### src/core/peiu_pkg.sv
// Package: register map, field positions and reset values of the event unit
package peiu_pkg;

  // ****************************************************************
  // Register offsets
  // ****************************************************************
  localparam logic [7:0] ADDR_ENABLE_MASK = 8'h12;
  localparam logic [7:0] ADDR_EVENT_STATUS = 8'h13;
  localparam logic [7:0] ADDR_POLARITY_CFG = 8'h14;

  // ****************************************************************
  // Field positions
  // ****************************************************************
  localparam int BIT_NEG_FAULT = 15;
  localparam int BIT_RATE_CHANGE = 14;
  localparam int BIT_DUPLEX_CHANGE = 13;
  localparam int BIT_PAGE_RX = 12;
  localparam int BIT_NEG_DONE = 11;
  localparam int BIT_LINK_CHANGE = 10;
  localparam int BIT_FALSE_CARRIER = 8;
  localparam int BIT_CROSSOVER_CHANGE = 6;
  localparam int BIT_RATE_DOWNSHIFT = 5;
  localparam int BIT_SLEEP_CHANGE = 4;
  localparam int BIT_WAKE_PACKET = 3;
  localparam int BIT_MAC_IF_ERROR = 2;
  localparam int BIT_POLARITY_CHANGE = 1;
  localparam int BIT_JABBER = 0;
  localparam int BIT_IRQ_ACTIVE_LOW = 13;

  // ****************************************************************
  // Implemented bits and reset values
  // ****************************************************************
  localparam logic [15:0] IMPL_MASK = 16'hFD7F;
  localparam logic [15:0] RST_ENABLE_MASK = 16'h0000;
  localparam logic [15:0] RST_EVENT_STATUS = 16'h0000;
  localparam logic RST_IRQ_ACTIVE_LOW = 1'b1;

endpackage : peiu_pkg

### src/core/peiu_event_irq.sv
// Module: event latch, enable mask and interrupt pin of the transceiver
// Behaviour
// Interrupt only for enabled occurring event
// Enable mask resets to zero
// Status bit set if event since read
// Status latches regardless of enable bit
// Bit 15 negotiation fault, clear on read
// Bit 14 rate change, clear on read
// Bit 13 duplex change, clear on read
// Bit 12 page received, clear on read
// Bit 11 negotiation done, clear on read
// Bit 10 link change, clear on read
// Bit 8 false carrier, clear on read
// Bit 6 crossover change, clear on read
// Bit 5 rate downshift, clear on read
// Bit 4 sleep change, clear on read
// Bit 3 wake packet, clear on read
// Bit 2 MAC interface error, clear on read
// Bit 1 polarity change, clear on read
// Bit 0 jabber, clear on read
// Polarity bit resets 1, 1 is low
// Bits 9,7 zero; pin held while pending
// Event during clearing read stays latched
`timescale 1ns/1ps
module peiu_event_irq
(
  input wire logic clk,
  input wire logic resetn,
  input wire logic [7:0] reg_addr,
  input wire logic [15:0] reg_wdata,
  input wire logic reg_write,
  input wire logic reg_read,
  output logic [15:0] reg_rdata,
  input wire logic negotiation_fault_flag,
  input wire logic rate_change_flag,
  input wire logic duplex_change_flag,
  input wire logic page_received_flag,
  input wire logic negotiation_done_flag,
  input wire logic link_change_flag,
  input wire logic false_carrier_flag,
  input wire logic crossover_change_flag,
  input wire logic rate_downshift_flag,
  input wire logic sleep_change_flag,
  input wire logic wake_packet_flag,
  input wire logic mac_interface_error_flag,
  input wire logic polarity_change_flag,
  input wire logic jabber_flag,
  output logic irq_pin
);

  // ****************************************************************
  // Event vector
  // ****************************************************************
  logic [15:0] event_vec;
  logic [15:0] interrupt_enable_mask_q;
  logic [15:0] interrupt_event_status_q;
  logic irq_active_low_q;
  logic status_read;
  logic pending;

  always_comb
  begin
    event_vec = 16'h0000;
    event_vec[peiu_pkg::BIT_NEG_FAULT] = negotiation_fault_flag;
    event_vec[peiu_pkg::BIT_RATE_CHANGE] = rate_change_flag;
    event_vec[peiu_pkg::BIT_DUPLEX_CHANGE] = duplex_change_flag;
    event_vec[peiu_pkg::BIT_PAGE_RX] = page_received_flag;
    event_vec[peiu_pkg::BIT_NEG_DONE] = negotiation_done_flag;
    event_vec[peiu_pkg::BIT_LINK_CHANGE] = link_change_flag;
    event_vec[peiu_pkg::BIT_FALSE_CARRIER] = false_carrier_flag;
    event_vec[peiu_pkg::BIT_CROSSOVER_CHANGE] = crossover_change_flag;
    event_vec[peiu_pkg::BIT_RATE_DOWNSHIFT] = rate_downshift_flag;
    event_vec[peiu_pkg::BIT_SLEEP_CHANGE] = sleep_change_flag;
    event_vec[peiu_pkg::BIT_WAKE_PACKET] = wake_packet_flag;
    event_vec[peiu_pkg::BIT_MAC_IF_ERROR] = mac_interface_error_flag;
    event_vec[peiu_pkg::BIT_POLARITY_CHANGE] = polarity_change_flag;
    event_vec[peiu_pkg::BIT_JABBER] = jabber_flag;
  end

  assign status_read = reg_read &&
    (reg_addr == peiu_pkg::ADDR_EVENT_STATUS);

  // ****************************************************************
  // Enable mask register
  // ****************************************************************
  always_ff @(posedge clk)
  begin
    if (!resetn)
      interrupt_enable_mask_q <= peiu_pkg::RST_ENABLE_MASK;
    else if (reg_write && reg_addr == peiu_pkg::ADDR_ENABLE_MASK)
      interrupt_enable_mask_q <= reg_wdata & peiu_pkg::IMPL_MASK;
  end

  // ****************************************************************
  // Polarity configuration
  // ****************************************************************
  always_ff @(posedge clk)
  begin
    if (!resetn)
      irq_active_low_q <= peiu_pkg::RST_IRQ_ACTIVE_LOW;
    else if (reg_write && reg_addr == peiu_pkg::ADDR_POLARITY_CFG)
      irq_active_low_q <= reg_wdata[peiu_pkg::BIT_IRQ_ACTIVE_LOW];
  end

  // ****************************************************************
  // Event status, latch high, clear on read
  // ****************************************************************
  always_ff @(posedge clk)
  begin
    if (!resetn)
      interrupt_event_status_q <= peiu_pkg::RST_EVENT_STATUS;
    else if (status_read)
      interrupt_event_status_q <= event_vec & peiu_pkg::IMPL_MASK;
    else
      interrupt_event_status_q <= (interrupt_event_status_q | event_vec)
        & peiu_pkg::IMPL_MASK;
  end

  // ****************************************************************
  // Read data
  // ****************************************************************
  always_ff @(posedge clk)
  begin
    if (!resetn)
      reg_rdata <= 16'h0000;
    else if (reg_read)
    begin
      case (reg_addr)
        peiu_pkg::ADDR_ENABLE_MASK: reg_rdata <= interrupt_enable_mask_q;
        peiu_pkg::ADDR_EVENT_STATUS: reg_rdata <= interrupt_event_status_q;
        peiu_pkg::ADDR_POLARITY_CFG:
        begin
          reg_rdata <= 16'h0000;
          reg_rdata[peiu_pkg::BIT_IRQ_ACTIVE_LOW] <= irq_active_low_q;
        end
        default: reg_rdata <= 16'h0000;
      endcase
    end
    else
      reg_rdata <= 16'h0000;
  end

  // ****************************************************************
  // Interrupt pin
  // ****************************************************************
  assign pending = |(interrupt_event_status_q & interrupt_enable_mask_q);

  always_ff @(posedge clk)
  begin
    if (!resetn)
      irq_pin <= peiu_pkg::RST_IRQ_ACTIVE_LOW;
    else
      irq_pin <= pending ^ irq_active_low_q;
  end

  // ****************************************************************
  // Checks
  // ****************************************************************
  a_mask_reset: assert property (@(posedge clk)
    $rose(resetn) |-> interrupt_enable_mask_q == 16'h0000)
    else $error("enable mask not zero after reset");

  a_irq_follows: assert property (@(posedge clk) disable iff (!resetn)
    ##1 $past(resetn) |-> irq_pin ==
      ($past(pending) ^ $past(irq_active_low_q)))
    else $error("interrupt pin does not follow pending events");

  a_status_latch: assert property (@(posedge clk) disable iff (!resetn)
    (event_vec[peiu_pkg::BIT_JABBER] && !interrupt_enable_mask_q[0])
      |=> interrupt_event_status_q[peiu_pkg::BIT_JABBER])
    else $error("disabled event not latched");

  a_status_hold: assert property (@(posedge clk) disable iff (!resetn)
    (!status_read && interrupt_event_status_q[peiu_pkg::BIT_NEG_FAULT])
      |=> interrupt_event_status_q[peiu_pkg::BIT_NEG_FAULT])
    else $error("status bit lost without read");

  a_read_clear: assert property (@(posedge clk) disable iff (!resetn)
    (status_read && event_vec == 16'h0000)
      |=> interrupt_event_status_q == 16'h0000 ##0
      reg_rdata == $past(interrupt_event_status_q))
    else $error("clearing read wrong");

  a_race_kept: assert property (@(posedge clk) disable iff (!resetn)
    (status_read && event_vec[peiu_pkg::BIT_LINK_CHANGE])
      |=> interrupt_event_status_q[peiu_pkg::BIT_LINK_CHANGE])
    else $error("event lost during clearing read");

  a_reserved_zero: assert property (@(posedge clk) disable iff (!resetn)
    interrupt_event_status_q[9] == 1'b0 && interrupt_event_status_q[7] == 1'b0
      && interrupt_enable_mask_q[9] == 1'b0
      && interrupt_enable_mask_q[7] == 1'b0)
    else $error("reserved bit set");

  a_pol_reset: assert property (@(posedge clk)
    $rose(resetn) |-> irq_active_low_q && irq_pin)
    else $error("polarity not active low after reset");

  a_status_reset: assert property (@(posedge clk)
    $rose(resetn) |-> interrupt_event_status_q == 16'h0000)
    else $error("status not zero after reset");

  a_mask_write: assert property (@(posedge clk) disable iff (!resetn)
    (reg_write && reg_addr == peiu_pkg::ADDR_ENABLE_MASK)
      |=> interrupt_enable_mask_q == ($past(reg_wdata) & peiu_pkg::IMPL_MASK))
    else $error("enable mask write lost");

  a_rsvd_read: assert property (@(posedge clk) disable iff (!resetn)
    (reg_read && reg_addr == peiu_pkg::ADDR_ENABLE_MASK)
      |=> reg_rdata[9] == 1'b0 && reg_rdata[7] == 1'b0)
    else $error("reserved mask bit read as one");

  a_no_spurious: assert property (@(posedge clk) disable iff (!resetn)
    ##1 ((interrupt_event_status_q & ~$past(interrupt_event_status_q)
      & ~$past(event_vec)) == 16'h0000))
    else $error("status bit set without event");

  // ****************************************************************
  // Per-event latch and clear checks
  // ****************************************************************

  a_fault_set: assert property (@(posedge clk) disable iff (!resetn)
    negotiation_fault_flag
      |=> interrupt_event_status_q[peiu_pkg::BIT_NEG_FAULT])
    else $error("fault event not latched");

  a_fault_clr: assert property (@(posedge clk) disable iff (!resetn)
    (status_read && !negotiation_fault_flag)
      |=> !interrupt_event_status_q[peiu_pkg::BIT_NEG_FAULT])
    else $error("fault bit not cleared by read");

  a_rate_set: assert property (@(posedge clk) disable iff (!resetn)
    rate_change_flag
      |=> interrupt_event_status_q[peiu_pkg::BIT_RATE_CHANGE])
    else $error("rate change event not latched");

  a_rate_clr: assert property (@(posedge clk) disable iff (!resetn)
    (status_read && !rate_change_flag)
      |=> !interrupt_event_status_q[peiu_pkg::BIT_RATE_CHANGE])
    else $error("rate change bit not cleared by read");

  a_duplex_set: assert property (@(posedge clk) disable iff (!resetn)
    duplex_change_flag
      |=> interrupt_event_status_q[peiu_pkg::BIT_DUPLEX_CHANGE])
    else $error("duplex change event not latched");

  a_duplex_clr: assert property (@(posedge clk) disable iff (!resetn)
    (status_read && !duplex_change_flag)
      |=> !interrupt_event_status_q[peiu_pkg::BIT_DUPLEX_CHANGE])
    else $error("duplex change bit not cleared by read");

  a_page_set: assert property (@(posedge clk) disable iff (!resetn)
    page_received_flag
      |=> interrupt_event_status_q[peiu_pkg::BIT_PAGE_RX])
    else $error("page event not latched");

  a_page_clr: assert property (@(posedge clk) disable iff (!resetn)
    (status_read && !page_received_flag)
      |=> !interrupt_event_status_q[peiu_pkg::BIT_PAGE_RX])
    else $error("page bit not cleared by read");

  a_done_set: assert property (@(posedge clk) disable iff (!resetn)
    negotiation_done_flag
      |=> interrupt_event_status_q[peiu_pkg::BIT_NEG_DONE])
    else $error("negotiation done event not latched");

  a_done_clr: assert property (@(posedge clk) disable iff (!resetn)
    (status_read && !negotiation_done_flag)
      |=> !interrupt_event_status_q[peiu_pkg::BIT_NEG_DONE])
    else $error("negotiation done bit not cleared by read");

  a_link_set: assert property (@(posedge clk) disable iff (!resetn)
    link_change_flag
      |=> interrupt_event_status_q[peiu_pkg::BIT_LINK_CHANGE])
    else $error("link change event not latched");

  a_link_clr: assert property (@(posedge clk) disable iff (!resetn)
    (status_read && !link_change_flag)
      |=> !interrupt_event_status_q[peiu_pkg::BIT_LINK_CHANGE])
    else $error("link change bit not cleared by read");

  a_carrier_set: assert property (@(posedge clk) disable iff (!resetn)
    false_carrier_flag
      |=> interrupt_event_status_q[peiu_pkg::BIT_FALSE_CARRIER])
    else $error("false carrier event not latched");

  a_carrier_clr: assert property (@(posedge clk) disable iff (!resetn)
    (status_read && !false_carrier_flag)
      |=> !interrupt_event_status_q[peiu_pkg::BIT_FALSE_CARRIER])
    else $error("false carrier bit not cleared by read");

  a_xover_set: assert property (@(posedge clk) disable iff (!resetn)
    crossover_change_flag
      |=> interrupt_event_status_q[peiu_pkg::BIT_CROSSOVER_CHANGE])
    else $error("crossover event not latched");

  a_xover_clr: assert property (@(posedge clk) disable iff (!resetn)
    (status_read && !crossover_change_flag)
      |=> !interrupt_event_status_q[peiu_pkg::BIT_CROSSOVER_CHANGE])
    else $error("crossover bit not cleared by read");

  a_shift_set: assert property (@(posedge clk) disable iff (!resetn)
    rate_downshift_flag
      |=> interrupt_event_status_q[peiu_pkg::BIT_RATE_DOWNSHIFT])
    else $error("downshift event not latched");

  a_shift_clr: assert property (@(posedge clk) disable iff (!resetn)
    (status_read && !rate_downshift_flag)
      |=> !interrupt_event_status_q[peiu_pkg::BIT_RATE_DOWNSHIFT])
    else $error("downshift bit not cleared by read");

  a_sleep_set: assert property (@(posedge clk) disable iff (!resetn)
    sleep_change_flag
      |=> interrupt_event_status_q[peiu_pkg::BIT_SLEEP_CHANGE])
    else $error("sleep change event not latched");

  a_sleep_clr: assert property (@(posedge clk) disable iff (!resetn)
    (status_read && !sleep_change_flag)
      |=> !interrupt_event_status_q[peiu_pkg::BIT_SLEEP_CHANGE])
    else $error("sleep change bit not cleared by read");

  a_wake_set: assert property (@(posedge clk) disable iff (!resetn)
    wake_packet_flag
      |=> interrupt_event_status_q[peiu_pkg::BIT_WAKE_PACKET])
    else $error("wake event not latched");

  a_wake_clr: assert property (@(posedge clk) disable iff (!resetn)
    (status_read && !wake_packet_flag)
      |=> !interrupt_event_status_q[peiu_pkg::BIT_WAKE_PACKET])
    else $error("wake bit not cleared by read");

  a_mac_err_set: assert property (@(posedge clk) disable iff (!resetn)
    mac_interface_error_flag
      |=> interrupt_event_status_q[peiu_pkg::BIT_MAC_IF_ERROR])
    else $error("mac interface error event not latched");

  a_mac_err_clr: assert property (@(posedge clk) disable iff (!resetn)
    (status_read && !mac_interface_error_flag)
      |=> !interrupt_event_status_q[peiu_pkg::BIT_MAC_IF_ERROR])
    else $error("mac interface error bit not cleared by read");

  a_pol_chg_set: assert property (@(posedge clk) disable iff (!resetn)
    polarity_change_flag
      |=> interrupt_event_status_q[peiu_pkg::BIT_POLARITY_CHANGE])
    else $error("polarity change event not latched");

  a_pol_chg_clr: assert property (@(posedge clk) disable iff (!resetn)
    (status_read && !polarity_change_flag)
      |=> !interrupt_event_status_q[peiu_pkg::BIT_POLARITY_CHANGE])
    else $error("polarity change bit not cleared by read");

  a_jabber_set: assert property (@(posedge clk) disable iff (!resetn)
    jabber_flag
      |=> interrupt_event_status_q[peiu_pkg::BIT_JABBER])
    else $error("jabber event not latched");

  a_jabber_clr: assert property (@(posedge clk) disable iff (!resetn)
    (status_read && !jabber_flag)
      |=> !interrupt_event_status_q[peiu_pkg::BIT_JABBER])
    else $error("jabber bit not cleared by read");

endmodule : peiu_event_irq

### config.mk
export PLATFORM = sky130hd
export DESIGN_NAME = peiu_event_irq
export DESIGN_NICKNAME = d
export VERILOG_FILES = /design/src/core/peiu_pkg.sv /design/src/core/peiu_event_irq.sv
export SDC_FILE = /design/constraint.sdc
export NUM_CORES = 1
export LEC_CHECK = 0
export ABC_AREA = 1
export BUFFER_PORTS_ARGS = -buffer_cell sky130_fd_sc_hd__buf_2
export CAP_MARGIN = 20
export CORE_AREA = 2 2 49 86
export CTS_CLUSTER_SIZE = 24
export DETAILED_ROUTE_END_ITERATION = 6
export DIE_AREA = 0 0 51 88
export HOLD_SLACK_MARGIN = 0.05
export PLACE_DENSITY = 0.82
export SLEW_MARGIN = 20
export SYNTH_ARGS = -nofsm -noshare
export SYNTH_HDL_FRONTEND = slang
export SYNTH_SLANG_ARGS = --single-unit
### constraint.sdc
create_clock -name clk -period 2.2 [get_ports clk]
set_clock_uncertainty 0.05 [all_clocks]
set_input_delay 0.44 -clock clk [delete_from_list [all_inputs] [get_ports clk]]
set_output_delay 0.44 -clock clk [all_outputs]
set_load 0.05 [all_outputs]
* Yosys cells after proc, flatten, opt, wreduce, memory -nomap -nowiden
Index checks and enable logic that the tools add are counted.
** Operators by class
- Bitwise gates (word level) :: 3
- Equal/unequal tests :: 3
- Muxes and demuxes :: 2
- Reductions and logical operators :: 5
** Operator list (count)
- $pmux 16 s3 :: 1
- $eq 8x5->1 const B :: 3
- $and 16x16->16 :: 1
- $mux 16 :: 1
- $or 16x16->16 :: 1
- $reduce_or 16->1 :: 1
- $logic_and 1x1->1 :: 3
- $reduce_and 2->1 :: 1
- $xor 1x1->1 :: 1
** Word-level totals
- Register bits :: 48
- Bits of input ports :: 42
- Output and inout bits :: 17

* Longest topological paths before layout
- Depth after elaboration :: 3
- Gate-level depth with buffers :: 9
- Depth with buffers taken out :: 7

* Least setup slack after synthesis
No wires, ideal clock.
- Path kind :: input port to flip-flop
- Start point :: input reg_addr[6]
- End point :: register interrupt_enable_mask_q[12]
- Stages :: 8
- Slack :: 857 ps
- Arrival :: 1161 ps
- Data required time :: 2018 ps
- Path buffers :: 2
- Cell sequence :: inv_1 nand2_2 nor2_4 buf_6 nand3_2 buf_2 nand2_1 a21oi_1
** On the way
- Word-level cells in the longest chain between the ends :: 2
** Ends and longest elaborated chain
- start: declaration :: RTL line peiu_event_irq.sv:29 : input wire logic [7:0] reg_addr,
- $eq 8x5->1 :: RTL line peiu_event_irq.sv:90 : else if (reg_write && reg_addr == peiu_pkg::ADDR_ENABLE_MASK)
- $logic_and 1x1->1 :: RTL line peiu_event_irq.sv:90
- end signal: assignment :: RTL line peiu_event_irq.sv:89 : interrupt_enable_mask_q <= peiu_pkg::RST_ENABLE_MASK;
- end signal: assignment :: RTL line peiu_event_irq.sv:91 : interrupt_enable_mask_q <= reg_wdata & peiu_pkg::IMPL_MASK;
- end: declaration :: RTL line peiu_event_irq.sv:55 : logic [15:0] interrupt_enable_mask_q;
Every way passes these cells.
A chain may end at the register's enable or synchronous reset.

* Worst setup path after layout
- Start point :: input reg_addr[0]
- End point :: register interrupt_enable_mask_q[11]
Same word-level chain as after synthesis.

==> results.toml <==
[timing]
hold_viol = 0
period_minus_slack_ns = 1.528
setup_viol = 0
setup_tns_ns = 0
slew_violations = 0
whs_ns = 0.2989
setup_ws_ns = 0.6719
min_period_over_period = 0.6946
rsz0062_at_grt = "false"
max_freq_mhz = 654.4

[status]
status = "finished clean"

[worst_setup_path]
cp_max_fo = 16
crit_required_ns = 2.33
critPathLaunchType = "input pin"
setup.worst_path.class = "in -> reg"
cp.arrival_ns = 1.66
end_kind = "flip-flop"

[global_routing]
grt_pass1_wl_um = 6927
met3_usage = 0.05119
met1_usage = 0.2122
antenna_found_initial = 0
gr-usage-met2 = 0.3554
top_usage_layer = "met2"
overflow = 0
grt_pass1_vias = 1637
grt_max_degree = 37
grt_usage = 0.2041

[floorplan]
rows = 30
die_w_um = 51
die_h_um = 88
initial_core_util = 0.5314
core_um2 = 3791
io_pins = 59
die_area_um2 = 4488

[yosys]
synthCells = 271
synth_area_um2 = 2014
ys_types = 23
ys_seq_elements = 44
syn_avg_cell_area_um2 = 7.433
yosys_warnings = 0
synth-seq-area-share = 0.4373

[pwr]
peakVddDrop_mv = 0.6489
power_density_nw_per_um2 = 620.4
p_leak_nw = 1.056
total_power_mw = 1.455

[place]
hpwl_um = 3217
globalplace.congestion = 0.8328
port_buffers = 54
place_ws_ns = 0.3512

[routing]
drtPass1Iterations = 4
drtIter0Drc = 52
wire_per_inst_um = 11.67
drt-total-wl_um = 4295
viasPerCell = 5.084
ant_nets = 0
post-route-drc-count = 0
routed-via-count = 1871

[finish]
finish.utilization = 0.6188
regArea_um2 = 880.8
finalNetCount = 361
nFillCells = 383
diodes = 0
drive_gt1_frac = 0.2781
final_cell_mix = "nand2_1 (58), buf_2 (54), dfxtp_1 (44), a21oi_1 (29), nand3_1 (27)"
final_common_cell = "nand2_1"
synthToLayoutAreaGrowth_pct = 16.46
multi_input_area_um2 = 892.1

[run]
maxCapViolCount = 0

[clock_tree]
cts-root-buf = "clkbuf_8"
insertion_delay_ns = 0.29
clockBufferDepth = 2
cts.clk_slew.worst_paths_ns = 0.08
cts_tree = "done"
htreeDepth = 2
clock-sinks = 44
post-cts-setup-buffers = 0
cts_buffers = 5
cts-resized-gates = 0
cts_hold_buf = 0

[hold_path]
hold_path.class = "in -> reg"
==> Yosys cell counts (all sizes together) <==
master	count	area (um2)
nand4	19	118.9
and3	1	6.260
conb	1	3.750
clkbuf	4	15.01
nand2	61	236.5
o21ai	2	10.00
dfxtp	44	880.8
a21oi	29	145.1
nor2	38	195.2
clkinv	11	42.54
nand3	30	172.7
inv	17	63.81
buf	14	123.9
==> worst max-delay path, stage by stage <==
cell and delay (ns):
buf_2 0.11, inv_1 0.07, nand2_1 0.08, nor2_4 0.36, nand3_2 0.36, nand2_1 0.17, a21oi_1 0.08
==> report_power, final <==
part           internal (mW)  switching [mW]  leakage, nW
sequential             0.815          0.0148        0.359
combinational         0.0445          0.0701        0.653
clock                  0.255           0.256       0.0445
==> logic make-up after synthesis <==
kind of cell           synth area share
AND/OR/NAND/NOR                  0.3621
buffers and inverters            0.1217
flip-flops                       0.4373
AO/OA/AOI/OAI                   0.07701
other                          0.001862
==> final cells by class <==
cell class | count | share of cell area
Multi-Input combinational cell | 182 | 0.3803
Sequential cell | 44 | 0.3755
Timing Repair Buffer | 58 | 0.1333
Inverter | 28 | 0.04533
Clock buffer | 7 | 0.03680
Tap cell | 48 | 0.02560
Clock inverter | 1 | 0.003200
==> state kept, by name, indices dropped and copies added, names as in the netlist <==
register                  cells
irq_active_low_q              1
irq_pin                       1
reg_rdata                    14
interrupt_enable_mask_q      14
interrupt_event_status_q     14
==> worst paths after layout <==
kind | start | end | slack (ns) | depth (start not counted)
setup / recovery | reg_addr[0] | interrupt_enable_mask_q[11] | 0.67 | 7
hold / removal | rate_change_flag | interrupt_event_status_q[14] | 0.30 | 3
setup reg to reg | interrupt_event_status_q[11] | irq_pin | 1.10 | 6
hold reg to reg | interrupt_enable_mask_q[6] | interrupt_enable_mask_q[6] | 0.43 | 2
==> per-layer routing <==
metal | share of wire | wire (um)
met3 | 0.064 | 273
met4 | 0.040 | 172
met5 | 0 | 0
met1 | 0.38 | 1620
met2 | 0.52 | 2229
==> stage by stage <==
step                instance area [um2]  cells
floorplan                          2018    272
global placement                   2252    360
detailed placement                 2252    360
CTS                                2346    368
global route                       2346    368
finish                             2346    368
Note: power is estimated with default switching activity, not from simulation.
